--- src/fsch_pkg.sv ---
package fsch_pkg;
  // store geometry
  localparam logic [15:0] BLK_COUNT = 16'h0077;
  localparam logic [15:0] BLK_SIZE = 16'h0200;
  // addressing of the memory-access service
  localparam logic [15:0] SVC_CLUSTER = 16'h0023;
  localparam logic [7:0] SVC_ENDPOINT = 8'he6;
  // command and reply codes
  localparam logic [7:0] CMD_GEOMETRY = 8'h00;
  localparam logic [7:0] CMD_ERASE = 8'h01;
  localparam logic [7:0] RSP_FLAG = 8'h80;
  localparam logic [7:0] STATUS_ERR = 8'h01;
  // header layout
  localparam logic [3:0] HDR_LEN = 4'h8;
  localparam logic [2:0] RSP_LAST_IDX = 3'h7;

  // one reply byte travelling to the link
  typedef struct packed {
    logic [7:0] data;
    logic last;
    logic [7:0] dst_ep;
    logic rx_ind;
  } fsch_rsp_t;
endpackage : fsch_pkg

--- src/fsch_top.sv ---
`timescale 1ns/100ps
// Functional notes
// - store holds 119 independently addressed blocks of 512 bytes
// - header: code, options, block, offset, count; data from byte 8
// - two-byte header fields travel most significant byte first
// - count gives trailing data bytes, or bytes wanted for a read
// - unicast request gets a unicast reply to its source endpoint
// - broadcast requests are executed but never answered
// - reply marked explicit when source endpoint is 0xE6 or mode set
// - reply reuses header layout, code echoed with bit 7 set, status at byte 1
// - status bit 0 set on failure, other status bits reserved
// - geometry reply code 0x80 carries block count in block field
// - geometry reply carries block size in offset field
// - geometry and erase replies report zero count and no data
// - code 0x01 erases, leaving affected blocks all ones
// - erase with zero count wipes every block, block field ignored
// - erase acts on whole blocks only; offset field unused
module fsch_top (
  // clock and reset
  input wire logic mclk,
  input wire logic rst,
  // incoming command frame bytes
  input wire logic cmd_valid,
  input wire logic [7:0] cmd_data,
  input wire logic cmd_last,
  input wire logic cmd_bcast,
  input wire logic [7:0] cmd_src_ep,
  input wire logic [7:0] cmd_dst_ep,
  input wire logic [15:0] cmd_cluster,
  output logic cmd_ready,
  // configuration
  input wire logic explicit_api_en,
  // flash erase port
  output logic fl_erase_req,
  output logic fl_erase_all,
  output logic [6:0] fl_erase_blk,
  input wire logic fl_done,
  input wire logic fl_fail,
  // reply bytes
  output logic rsp_valid,
  output logic [7:0] rsp_data,
  output logic rsp_last,
  output logic [7:0] rsp_dst_ep,
  output logic rsp_rx_ind,
  input wire logic rsp_ready
);
  typedef enum logic [1:0] {
    S_RECV,
    S_EXEC,
    S_ERASE,
    S_RESP
  } fsch_state_t;

  typedef struct packed {
    fsch_state_t st;
    logic [63:0] hdr;
    logic [3:0] nb;
    logic bcast;
    logic [7:0] src_ep;
    logic rx_ind;
    logic [63:0] rsp;
    logic [2:0] ridx;
    logic cmd_rdy;
    logic er_req;
    logic er_all;
    logic [6:0] er_blk;
  } fsch_top_st_t;

  fsch_top_st_t s_r;
  fsch_top_st_t s_nxt;

  // header fields, big-endian as shifted in
  logic [7:0] h_code;
  logic [15:0] h_blk;
  logic [15:0] h_off;
  logic [15:0] h_cnt;
  logic take;
  logic addr_ok;
  logic blk_bad;
  logic buf_in_ready;
  fsch_pkg::fsch_rsp_t push_word;
  fsch_pkg::fsch_rsp_t out_word;

  // fixed field positions of the eight-byte header
  assign h_code = s_r.hdr[63:56];
  assign h_blk = s_r.hdr[47:32];
  assign h_off = s_r.hdr[31:16];
  assign h_cnt = s_r.hdr[15:0];
  assign take = cmd_valid && s_r.cmd_rdy;
  // frames for any other service are swallowed without a reply
  assign addr_ok = (cmd_cluster == fsch_pkg::SVC_CLUSTER) &&
    (cmd_dst_ep == fsch_pkg::SVC_ENDPOINT);
  assign blk_bad = (h_blk >= fsch_pkg::BLK_COUNT);

  // reply bytes leave most significant byte first
  always_comb begin
    push_word.data = s_r.rsp[63:56];
    push_word.last = (s_r.ridx == fsch_pkg::RSP_LAST_IDX);
    push_word.dst_ep = s_r.src_ep;
    push_word.rx_ind = s_r.rx_ind;
  end

  // main sequencer
  always_comb begin
    s_nxt = s_r;
    unique case (s_r.st)
      S_RECV: begin
        if (take) begin
          if (s_r.nb < fsch_pkg::HDR_LEN) begin
            s_nxt.hdr = {s_r.hdr[55:0], cmd_data};
            s_nxt.nb = s_r.nb + 4'h1;
          end
          // data bytes past the header are absorbed; no command here
          // in this block carries any
          if (cmd_last) begin
            s_nxt.nb = 4'h0;
            s_nxt.bcast = cmd_bcast;
            s_nxt.src_ep = cmd_src_ep;
            s_nxt.rx_ind = (cmd_src_ep == fsch_pkg::SVC_ENDPOINT) ||
              explicit_api_en;
            // short frames are dropped: too little to echo a header
            if (addr_ok && (s_r.nb >= 4'h7)) begin
              s_nxt.st = S_EXEC;
              s_nxt.cmd_rdy = 1'b0;
            end
          end
        end
      end
      S_EXEC: begin
        // layout echoes the request, status at byte 1, no data
        s_nxt.rsp = {h_code | fsch_pkg::RSP_FLAG, 8'h00, h_blk, h_off,
          16'h0000};
        s_nxt.ridx = 3'h0;
        if (h_code == fsch_pkg::CMD_GEOMETRY) begin
          // options and fields of the query are not checked
          s_nxt.rsp[47:16] = {fsch_pkg::BLK_COUNT,
            fsch_pkg::BLK_SIZE};
        end else if (h_code == fsch_pkg::CMD_ERASE) begin
          if (h_cnt == 16'h0000) begin
            s_nxt.er_all = 1'b1;
            s_nxt.er_blk = 7'h00;
          end else begin
            s_nxt.er_all = 1'b0;
            s_nxt.er_blk = h_blk[6:0];
          end
          if (blk_bad && (h_cnt != 16'h0000)) begin
            s_nxt.rsp[55:48] = fsch_pkg::STATUS_ERR;
          end else begin
            s_nxt.er_req = 1'b1;
          end
        end else begin
          s_nxt.rsp[55:48] = fsch_pkg::STATUS_ERR;
        end
        if (s_nxt.er_req) begin
          s_nxt.st = S_ERASE;
        end else if (s_r.bcast) begin
          s_nxt.st = S_RECV;
          s_nxt.cmd_rdy = 1'b1;
        end else begin
          s_nxt.st = S_RESP;
        end
      end
      S_ERASE: begin
        // request is held until the flash reports completion
        if (fl_done) begin
          s_nxt.er_req = 1'b0;
          if (fl_fail) begin
            s_nxt.rsp[55:48] = fsch_pkg::STATUS_ERR;
          end
          if (s_r.bcast) begin
            s_nxt.st = S_RECV;
            s_nxt.cmd_rdy = 1'b1;
          end else begin
            s_nxt.st = S_RESP;
          end
        end
      end
      S_RESP: begin
        if (buf_in_ready) begin
          s_nxt.rsp = {s_r.rsp[55:0], 8'h00};
          s_nxt.ridx = s_r.ridx + 3'h1;
          if (s_r.ridx == fsch_pkg::RSP_LAST_IDX) begin
            s_nxt.st = S_RECV;
            s_nxt.cmd_rdy = 1'b1;
          end
        end
      end
    endcase
  end

  always_ff @(posedge mclk) begin
    if (rst) begin
      s_r <= '0;
      s_r.st <= S_RECV;
      s_r.cmd_rdy <= 1'b1;
    end else begin
      s_r <= s_nxt;
    end
  end

  // two-entry buffer so a stalled receiver loses no reply byte
  fsch_buf2 u_buf (
    .mclk(mclk),
    .rst(rst),
    .in_valid(s_r.st == S_RESP),
    .in_data(push_word),
    .in_ready(buf_in_ready),
    .out_valid(rsp_valid),
    .out_data(out_word),
    .out_ready(rsp_ready)
  );

  assign rsp_data = out_word.data;
  assign rsp_last = out_word.last;
  assign rsp_dst_ep = out_word.dst_ep;
  assign rsp_rx_ind = out_word.rx_ind;
  assign cmd_ready = s_r.cmd_rdy;
  assign fl_erase_req = s_r.er_req;
  assign fl_erase_all = s_r.er_all;
  assign fl_erase_blk = s_r.er_blk;
endmodule : fsch_top

--- src/fsch_buf2.sv ---
`timescale 1ns/100ps
module fsch_buf2 (
  // clock and reset
  input wire logic mclk,
  input wire logic rst,
  // filling side
  input wire logic in_valid,
  input fsch_pkg::fsch_rsp_t in_data,
  output logic in_ready,
  // draining side
  output logic out_valid,
  output fsch_pkg::fsch_rsp_t out_data,
  input wire logic out_ready
);
  typedef struct packed {
    logic v0;
    logic v1;
    fsch_pkg::fsch_rsp_t e0;
    fsch_pkg::fsch_rsp_t e1;
    logic rdy;
  } fsch_buf_st_t;

  fsch_buf_st_t s_r;
  fsch_buf_st_t s_nxt;

  // head slot drives the output; second slot catches a word during a stall
  always_comb begin
    s_nxt = s_r;
    if (s_r.v0 && out_ready) begin
      s_nxt.e0 = s_r.e1;
      s_nxt.v0 = s_r.v1;
      s_nxt.v1 = 1'b0;
    end
    if (in_valid && s_r.rdy) begin
      if (!s_nxt.v0) begin
        s_nxt.e0 = in_data;
        s_nxt.v0 = 1'b1;
      end else begin
        s_nxt.e1 = in_data;
        s_nxt.v1 = 1'b1;
      end
    end
    // ready is registered, so it looks one word ahead
    s_nxt.rdy = !s_nxt.v1;
  end

  always_ff @(posedge mclk) begin
    if (rst) begin
      s_r <= '0;
    end else begin
      s_r <= s_nxt;
    end
  end

  assign in_ready = s_r.rdy;
  assign out_valid = s_r.v0;
  assign out_data = s_r.e0;
endmodule : fsch_buf2

--- config.mk ---
export PLATFORM = sky130hd
export DESIGN_NAME = fsch_top
export DESIGN_NICKNAME = d
export VERILOG_FILES = /design/src/fsch_pkg.sv /design/src/fsch_top.sv /design/src/fsch_buf2.sv
export SDC_FILE = /design/constraint.sdc
export NUM_CORES = 1
export LEC_CHECK = 0
export BUFFER_PORTS_ARGS = -buffer_cell sky130_fd_sc_hd__buf_4
export CORE_ASPECT_RATIO = 0.7
export CORE_UTILIZATION = 58
export CTS_CLUSTER_DIAMETER = 30
export CTS_CLUSTER_SIZE = 8
export DETAILED_ROUTE_END_ITERATION = 7
export GPL_ROUTABILITY_DRIVEN = 0
export PLACE_DENSITY_LB_ADDON = 0.12
export SYNTH_ARGS = -nofsm -noshare
export SYNTH_HDL_FRONTEND = slang
export SYNTH_SLANG_ARGS = --single-unit
--- constraint.sdc ---
create_clock -name mclk -period 2.1 [get_ports mclk]
set_input_delay 0.315 -clock mclk [delete_from_list [all_inputs] [get_ports mclk]]
set_output_delay 0.315 -clock mclk [all_outputs]
set_load 0.02 [all_outputs]
# [Word level (Yosys, flattened, before mapping)]
# Cells that the tools add are included.
[word_totals] ff_bits=196 in_bits=49 output_inout_bits=29
[op_classes] addsub=2 order_cmp=3 n_eq_ne=18 muxes=40 n_reduce_logical=26
[ops] op="$mux W68" n=2
[ops] op="$pmux W51 S2" n=1
[ops] op="$mux W80" n=1
[ops] op="$mux W8" n=5
[ops] op="$mux W38" n=1
[ops] op="$mux W18" n=2
[ops] op="$mux W32" n=1
[ops] op="$mux W9" n=3
[ops] op="$pmux W8 S3" n=1
[ops] op="$mux W20" n=1
[ops] op="$ne A2 B2 Y1 const B" n=10
[ops] op="$eq A16 B6 Y1 const B" n=1
[ops] op="$eq A8 B8 Y1 const B" n=2
[ops] op="$ge A16 B7 Y1 const B" n=1
[ops] op="$logic_not A16 Y1" n=1
[ops] op="$mux W2" n=8
[ops] op="$pmux W8 S2" n=1
[ops] op="$reduce_bool A16 Y1" n=1
[ops] op="$mux W14" n=1
[ops] op="$reduce_and A3 Y1" n=4
[ops] op="$mux W1" n=9
[ops] op="$eq A8 B1 Y1 const B" n=1
[ops] op="$logic_not A8 Y1" n=1
[ops] op="$pmux W2 S4" n=1
[ops] op="other kinds (19)" n=29

# [Longest topological paths before layout]
# Gate-level depths: netlist of run 1.
[depth] depth_word=8 depth_mapped=8

# [Hierarchy]
# Synthesis of run 1 repeated with hierarchy kept, for this count alone.
[unflattened] cells_unflattened=869 area_unflattened_um2=7564.8
[modules_own_cells] module="fsch_top" instances=1 cells_per_inst=671 area_each_um2=5634.2 seq_area_each_um2=2822.7
[modules_own_cells] module="fsch_buf2" instances=1 cells_per_inst=198 area_each_um2=1930.6 seq_area_each_um2=780.7

# [Worst setup path after synthesis of run 1]
# OpenSTA, ideal clock, no wires.
[synth_path] path_type="register to register" startpoint="reg s_r[155] (netlist bit)" endpoint="reg u_buf.s_r[10] (netlist bit)" arrival_time_ps=1814 required_ps=2030 slack_ps=215 stages_incl_launch_ff=9 path_buffers=3 synth_period_minus_slack_ps=1885 path_cell_list="dfxtp_1 ha_1 buf_2 nand2_1 clkbuf_1 nor2_1 buf_2 nand2_1 a21oi_1"
[synth_between] elab_chain_len=3
[synth_rtl] element="start, declared" line="fsch_top.sv:69" source="fsch_top_st_t s_r;"
[synth_rtl] element="start signal, assigned" line="fsch_top.sv:197" source="s_r <= s_nxt;"
[synth_rtl] element="$eq A2 B2 Y1" line="fsch_top.sv:205" source=".in_valid(s_r.st == S_RESP),"
[synth_rtl] element="$logic_and A1 B1 Y1" line="fsch_buf2.sv:34" source="if (in_valid && s_r.rdy) begin"
[synth_rtl] element="$reduce_and A2 Y1 (no line)"
[synth_rtl] element="end signal, assigned" line="fsch_buf2.sv:51" source="s_r <= s_nxt;"
[synth_rtl] element="end, declared" line="fsch_buf2.sv:23" source="fsch_buf_st_t s_r;"
# Every way passes these cells.
# A chain may end at the register's enable or synchronous reset.

# [Final worst setup path of run 1]
[layout_path] startpoint="reg s_r (netlist bit h_blk[7])" endpoint="reg s_r (netlist bit fl_erase_req)"
[layout_between] elab_chain_len=7
[layout_rtl] element="$ge A16 B7 Y1" line="fsch_top.sv:93" source="assign blk_bad = (h_blk >= fsch_pkg::BLK_COUNT);"
[layout_rtl] element="$logic_and A1 B1 Y1" line="fsch_top.sv:146" source="if (blk_bad && (h_cnt != 16'h0000)) begin"
[layout_rtl] element="$mux W1" line="fsch_top.sv:146"
[layout_rtl] element="$mux W9" line="fsch_top.sv:138" source="end else if (h_code == fsch_pkg::CMD_ERASE) begin"
[layout_rtl] element="$mux W9" line="fsch_top.sv:134" source="if (h_code == fsch_pkg::CMD_GEOMETRY) begin"
[layout_rtl] element="$mux W9" line="fsch_top.sv:106" source="unique case (s_r.st)"
[layout_rtl] element="$pmux W1 S2" line="fsch_top.sv:106"
# Every way passes these cells. The select of a mux whose other input is x is not followed.

==> run_results.csv, run 1 <==
group,metric,value,unit
worst_setup_path,worstPathMaxFanout,4,
drt,drc_errors,0,
final_layout,area_growth,17.10,%
grt,antenna_found_initial,0,
worst_setup_path,rrSetupSlack,0.12,ns
yosys,synth_edf_count,0,
sta,slew-limit-headroom,0.5595,
power,powerDensity,801.3,mW/mm2
sta,rsz0062_at_grt,"no",
power,ir_drop,0.6288,mV
final_layout,finalNonFillerCells,1106,
sta,hold_violations,0,
grt,overflow,0,
yosys,yosysUniqueCellTypes,50,
cts,numCtsBuffers,17,
yosys,synth.top_cell.area_share,0.4979,
final_layout,drive_above_1_share,0.1549,
power,p_switching,1.494,mW
power,p_comb_frac,0.041,
worst_setup_path,worstPathRequired,2.46,ns
yosys,yosysMostFrequentCell,"nand2_1",
yosys,syn_area,0.007237,mm2
final_layout,fillers,900,
sta,finalSetupViolCount,0,
drt,via_per_inst,5.872,
sta,fin_crit,1.981,ns
final_layout,regArea,0.003603,mm2
cts,cts_htree_levels,4,
final_layout,multi_input_area,0.003221,mm2
run_status,status,"finished clean",
die,core_area,0.01193,mm2
die,initial_utilization,0.6065,
die,die_x,135.5,um
power,swShare,0.2199,
power,pwr-share-seq,0.511,
cts,clockBufferDepth,2,
yosys,yosys_register_bits,180,
yosys,yosysSeqAreaShare,0.4979,
power,p_int,5.297,mW
worst_setup_path,critPathArrivalTime,2.34,ns
worst_setup_path,worstSetupPathType,"flop to flop",
final_layout,antennaDiodeCount,0,
grt,grt_pass1_vias,5960,
yosys,synthTopCellsByCount,"nand2_1 (248), dfxtp_1 (180), a21oi_1 (120)",
place,io_buffers,77,
power,p_leak,2.995,nW
grt,grt_max_degree,64,
drt,detail-route-antenna-nets,0,
yosys,yosysWarnings,0,
worst_setup_path,cp-start-kind,"flop",
place,post-place-ws,-0.04933,ns
hold_path,min_path_type,"input pin to flop",
job,cap_viol_max_count,0,
place,place.detailed.hpwl,12030,um
die,die_area,0.01294,mm2
power,clockPowerShare,0.448,
die,pin_count,78,
yosys,synth-async-reset-ratio,0,
sta,finClkSkew,0.009700,ns
drt,wire_per_inst,16.13,um
drt,dr.pass1.iters,5,
drt,first_iter_violations,592,
cts,cts.clk_slew.worst_paths,0.06,ns
yosys,netlist_instances,898,
drt,vias,6494,
grt,grt_pass1_wl,29120,um
cts,cts.sinks,180,
sta,setup_ws,0.1189,ns
final_layout,design_area,0.008474,mm2
yosys,synth_top_area_cell,"dfxtp_1",
die,die_y,95.46,um
yosys,synthTopCellsByArea,"dfxtp_1 (50%), nand2_1 (13%), a21oi_1 (8.3%)",
worst_setup_path,critPathCaptureType,"flop",
place,dpl_cell_area,0.007903,mm2
cts,cts_root_buf,"clkbuf_16",
place,post-place-cells,1076,
sta,fin_crit_sh,0.9434,
power,power,6.790,mW
sta,worst_pin_slew,0.6592,ns
yosys,avgSynthCellArea,8.059,um2
final_layout,final_nets,994,
yosys,ys.flop_type,"dfxtp_1",
cts,insertion_delay,0.42,ns
cts,postCtsSetupBuffers,0,
grt,track_usage,0.2887,
die,num_rows,33,
sta,final_max_slew_viol_count,0,
sta,fmax,0.5048,GHz
yosys,synth_nets,954,
cts,cts_tree,"done",
drt,drt-total-wl,17840,um
path summary, 6_finish.rpt:
check	start	depth (start not counted)	endpoint
setup / recovery	h_blk[7]	5	fl_erase_req
hold / removal	cmd_data[4]	3	h_cnt[4]
setup reg to reg	h_blk[7]	5	fl_erase_req
hold reg to reg	s_r[143]	2	h_code[4]
placed cells by master (no fill, tap or decap), types with 9 or more instances in the layout:
cell type,n
a211oi_1,22
a21oi_1,120
a22oi_1,17
a311oi_1,19
buf_4,99
clkbuf_16,17
dfxtp_1,180
mux2i_1,9
nand2_1,247
nand3_1,28
nor2_1,72
o21ai_0,20
logic make-up (layout without fill, tap and decap cells):
logic type                 after synthesis  after routing  share of synthesized area
and+or+nand+nor                        388            388                     0.2282
AOI/OAI and AO/OA                      222            222                     0.1886
DFF                                    180            180                     0.4979
buffers and inverters                   91            142                    0.05948
muxes                                    9              9                    0.01245
adders and majority gates                7              7                    0.01210
xor gates and xnor gates                 1              1                   0.001210
critical path, stage by stage, from the launching register on:
cell,delay [ns]
dfxtp_1,0.34
or4_4,0.57
nor4_4,0.28
a21oi_2,0.09
or4b_1,0.51
a21oi_1,0.14
routing by layer:
| layer | up-vias | routed length [um] | GRT usage |
|---|---|---|---|
| met5 | - | 0 | 0 |
| met4 | 0 | 200 | 0.08614 |
| met3 | 21 | 1549 | 0.06433 |
| met2 | 283 | 7945 | 0.4603 |
| met1 | 3039 | 8144 | 0.3914 |
| li1 | 3151 | - | - |
registers in the layout, indices dropped and copies added (netlist names), 8 cells and up:
name / flops
h_blk: 16
u_buf.out_data: 18
h_code: 8
push_word: 17
u_buf.s_r: 19
h_off: 16
s_r: 58
h_cnt: 16
power by group through the flow:
stage	combinational, mW	clock (mW)	sequential (mW)
CTS	0.277	3.08	3.47
floorplan	0.143	0	3.54
global route	0.304	3.25	3.47
global placement	0.270	0	3.54
finish	0.279	3.04	3.47
detailed placement	0.275	0	3.54
cell type report:
type / count / share of cell area
Clock buffer: 18 / 0.05064
Tap cell: 157 / 0.02318
Clock inverter: 12 / 0.01595
Multi-Input combinational cell: 627 / 0.3800
Timing Repair Buffer: 105 / 0.1019
Inverter: 7 / 0.003101
Sequential cell: 180 / 0.4252
through the flow:
step,TNS (ns),hold slack [ns],util
after global placement,-0.008285,0.4369,0.6623
after floorplan,0,0.4287,-
after CTS,0,0.1295,0.7096
final,0,0.1334,0.7102
after detailed placement,-0.04933,0.4457,0.6623
after global routing,0,0.1270,0.7102
timing repair:
action,CTS,global route
hold buffers,0,0
gates resized for setup,0,2
endpoints found under the setup margin,0,1
(Power assumes the default switching activity.)
==> run 2, diff against run 1 <==
ABC_AREA = 1   (was not set)
PLACE_DENSITY = 0.91   (was not set)
PLACE_DENSITY_LB_ADDON = not set   (was 0.12)
==> run_results.csv, run 2 <==
group,metric,value,unit
cts,clockBufferDepth,2,
grt,grt_pass1_vias,6141,
yosys,yosysWarnings,0,
grt,grt_use_met3,0.07303,
worst_setup_path,critical-path-max-stage-delay,0.38,ns
yosys,yosysUniqueCellTypes,30,
sta,hold_violations,0,
worst_setup_path,r2r.worst_path.cells,8,
cts,insertion_delay,0.43,ns
worst_setup_path,worst-path-buf-inv,3,
drt,first_iter_violations,820,
hold_path,min-delay-start,"cmd_data[1]",
worst_setup_path,path_cells,"ha_1 > nand2_2 > inv_2 > nor2_4 > inv_2 > buf_12 > o21ai_0 > a21oi_1",
die,die_x,137.1,um
worst_setup_path,worstSetupPathType,"flop to flop",
grt,grt_use_met2,0.4659,
sta,tns,0,ns
worst_setup_path,critPathArrivalTime,2.29,ns
cts,cts_htree_levels,4,
worst_setup_path,slowest_stage,"dfxtp_1",
yosys,synth-async-reset-ratio,0,
hold_path,worstHoldPathCells,3,
die,pin_count,78,
grt,grt_pass1_wl,29650,um
job,cap_viol_max_count,0,
cts,cts.sinks,180,
yosys,yosysSeqAreaShare,0.4864,
drt,dr.pass1.iters,6,
drt,detail-route-antenna-nets,0,
yosys,yosysMostFrequentCell,"dfxtp_1",
grt,antenna_found_initial,0,
drt,wire_per_inst,15.83,um
grt,overflow,0,
worst_setup_path,worstPathRequired,2.44,ns
grt,busiest_layer,"met2",
worst_setup_path,crit_family,"buffers and inverters",
yosys,avgSynthCellArea,7.622,um2
sta,fin_crit_sh,0.9282,
worst_setup_path,cp-start-kind,"flop",
final_layout,largest_reg_flops,58,
yosys,syn_area,0.007408,mm2
sta,worst_pin_slew,0.4941,ns
worst_setup_path,rrSetupSlack,0.15,ns
grt,track_usage,0.2898,
worst_setup_path,critPathCaptureType,"flop",
die,num_rows,34,
sta,fmax,0.5130,GHz
final_layout,area_growth,15.49,%
hold_path,min_path_type,"input pin to flop",
power,ir_drop,0.6215,mV
run_status,status,"finished clean",
worst_setup_path,path_common_cell,"inv_2",
cts,cts_root_buf,"clkbuf_16",
die,initial_utilization,0.5964,
sta,rsz0062_at_grt,"no",
cts,cts.clk_slew.worst_paths,0.07,ns
die,die_y,96.56,um
worst_setup_path,r2r_end,"s_r[37]",
drt,drc_errors,0,
sta,finClkSkew,0.009199,ns
power,p_leak,3.492,nW
place,dpl_cell_area,0.007938,mm2
final_layout,final_nets,1063,
worst_setup_path,r2r_start,"s_r[155]",
power,powerDensity,864.7,mW/mm2
grt,grt.met1_usage,0.3811,
yosys,ys.flop_type,"dfxtp_1",
cts,cts_tree,"done",
yosys,yosys_register_bits,180,
sta,final_max_slew_viol_count,0,
yosys,synth_top_area_cell,"dfxtp_1",
worst_setup_path,worstPathMaxFanout,36,
final_layout,antennaDiodeCount,0,
final_layout,design_area,0.008556,mm2
die,core_area,0.01242,mm2
drt,drt-total-wl,18720,um
hold_path,worstHoldEndpoint,"h_cnt[1]",
place,place.detailed.hpwl,11760,um
cts,numCtsBuffers,17,
yosys,synth.top_cell.area_share,0.4864,
yosys,synthTopCellsByArea,"dfxtp_1 (49%), o21ai_0 (9.7%), a21oi_1 (8.7%)",
die,die_area,0.01324,mm2
sta,finalSetupViolCount,0,
final_layout,top_register,"s_r",
yosys,synth_edf_count,0,
grt,grt_max_degree,57,
drt,vias,6901,
place,io_buffers,77,
yosys,netlist_instances,972,
cts,holdBufCountCts,0,
sta,fin_crit,1.949,ns
final_layout,drive_above_1_share,0.1461,
final_layout,final_common_cell,"dfxtp_1",
final_layout,mostFrequentLayoutCells,"dfxtp_1 (180), nor2_1 (144), o21ai_0 (143)",
drt,via_per_inst,5.838,
sta,slew-limit-headroom,0.6703,
yosys,synthTopCellsByCount,"dfxtp_1 (180), nor2_1 (144), o21ai_0 (143)",
yosys,synth_nets,1028,
cts,postCtsSetupBuffers,0,
cts,cts_resized,0,
## run 2: changes by cell type after synthesis, sizes merged, moves of 11 or more
| cell | previous run | this run |
|---|---|---|
| clkbuf | 53 | 29 |
| buf | 31 | 51 |
| inv | 7 | 85 |
| nor2 | 73 | 154 |
| nand2 | 248 | 101 |
| a22oi | 18 | 4 |
| a311oi | 19 | 0 |
| nand3 | 28 | 39 |
| o21ai | 20 | 148 |
## run 2: worst max path at each step
stage	start	end	slack, ns	depth (start not counted)
floorplan	s_r[155]	s_r[62]	0.62	8
global placement	s_r[155]	s_r[53]	0.38	8
detailed placement	s_r[155]	h_blk[8]	0.24	7
CTS	s_r[156]	s_r[37]	0.17	9
global route	s_r[155]	h_blk[8]	0.008	7
finish	s_r[155]	s_r[37]	0.15	8
## run 2: cell type report
type	instances	area, um2
tap	162	202.7
clock buffer	18	439.2
inverter	85	319.1
timing repair buffer	96	783.3
fill	916	3866
clock inverter	14	176.4
sequential	180	3603
multi-input combinational	627	3032
## run 2: cell families (layout without fill, tap and decap cells)
family                     count (synthesis)  count (layout)  share of synthesized area
adders and majority gates                  7               7                    0.01182
and+or+nand+nor                          303             303                     0.1718
DFF                                      180             180                     0.4864
AOI/OAI and AO/OA                        317             317                     0.2253
buffers and inverters                    165             213                     0.1047
## run 2: metal layers
layer,share of wire,vias up
li1,-,3273
met1,0.43,3215
met2,0.45,369
met3,0.099,44
met4,0.018,0
met5,0,-
## run 2: worst register-to-register path, delay by kind of cell (launching register included)
kind	cells	cell delay, ns
adder cells (fa/ha/maj)	1	0.33
AO/OA/AOI/OAI	2	0.36
AND/OR/NAND/NOR	2	0.21
flip-flops	1	0.38
buffers and inverters	3	0.58
## run 2: report_power, final
group | switching (mW) | total, mW | internal (mW)
clock network | 1.39 | 3.32 | 1.92
logic | 0.300 | 0.489 | 0.189
registers | 0.0816 | 3.59 | 3.51
total | 1.78 | 7.40 | 5.62
## run 2: per-stage QoR
step / util / setup slack [ns] / instances / power (mW) / hold slack (ns)
floorplan: - / 0.6219 / 972 / 3.942 / 0.4245
global placement: 0.6390 / 0.3810 / 1150 / 4.114 / 0.4384
detailed placement: 0.6390 / 0.2377 / 1150 / 4.130 / 0.4410
CTS: 0.6886 / 0.1662 / 1182 / 7.393 / 0.09799
global route: 0.6888 / 0.007649 / 1182 / 7.604 / 0.1306
finish: 0.6888 / 0.1508 / 1182 / 7.398 / 0.1063
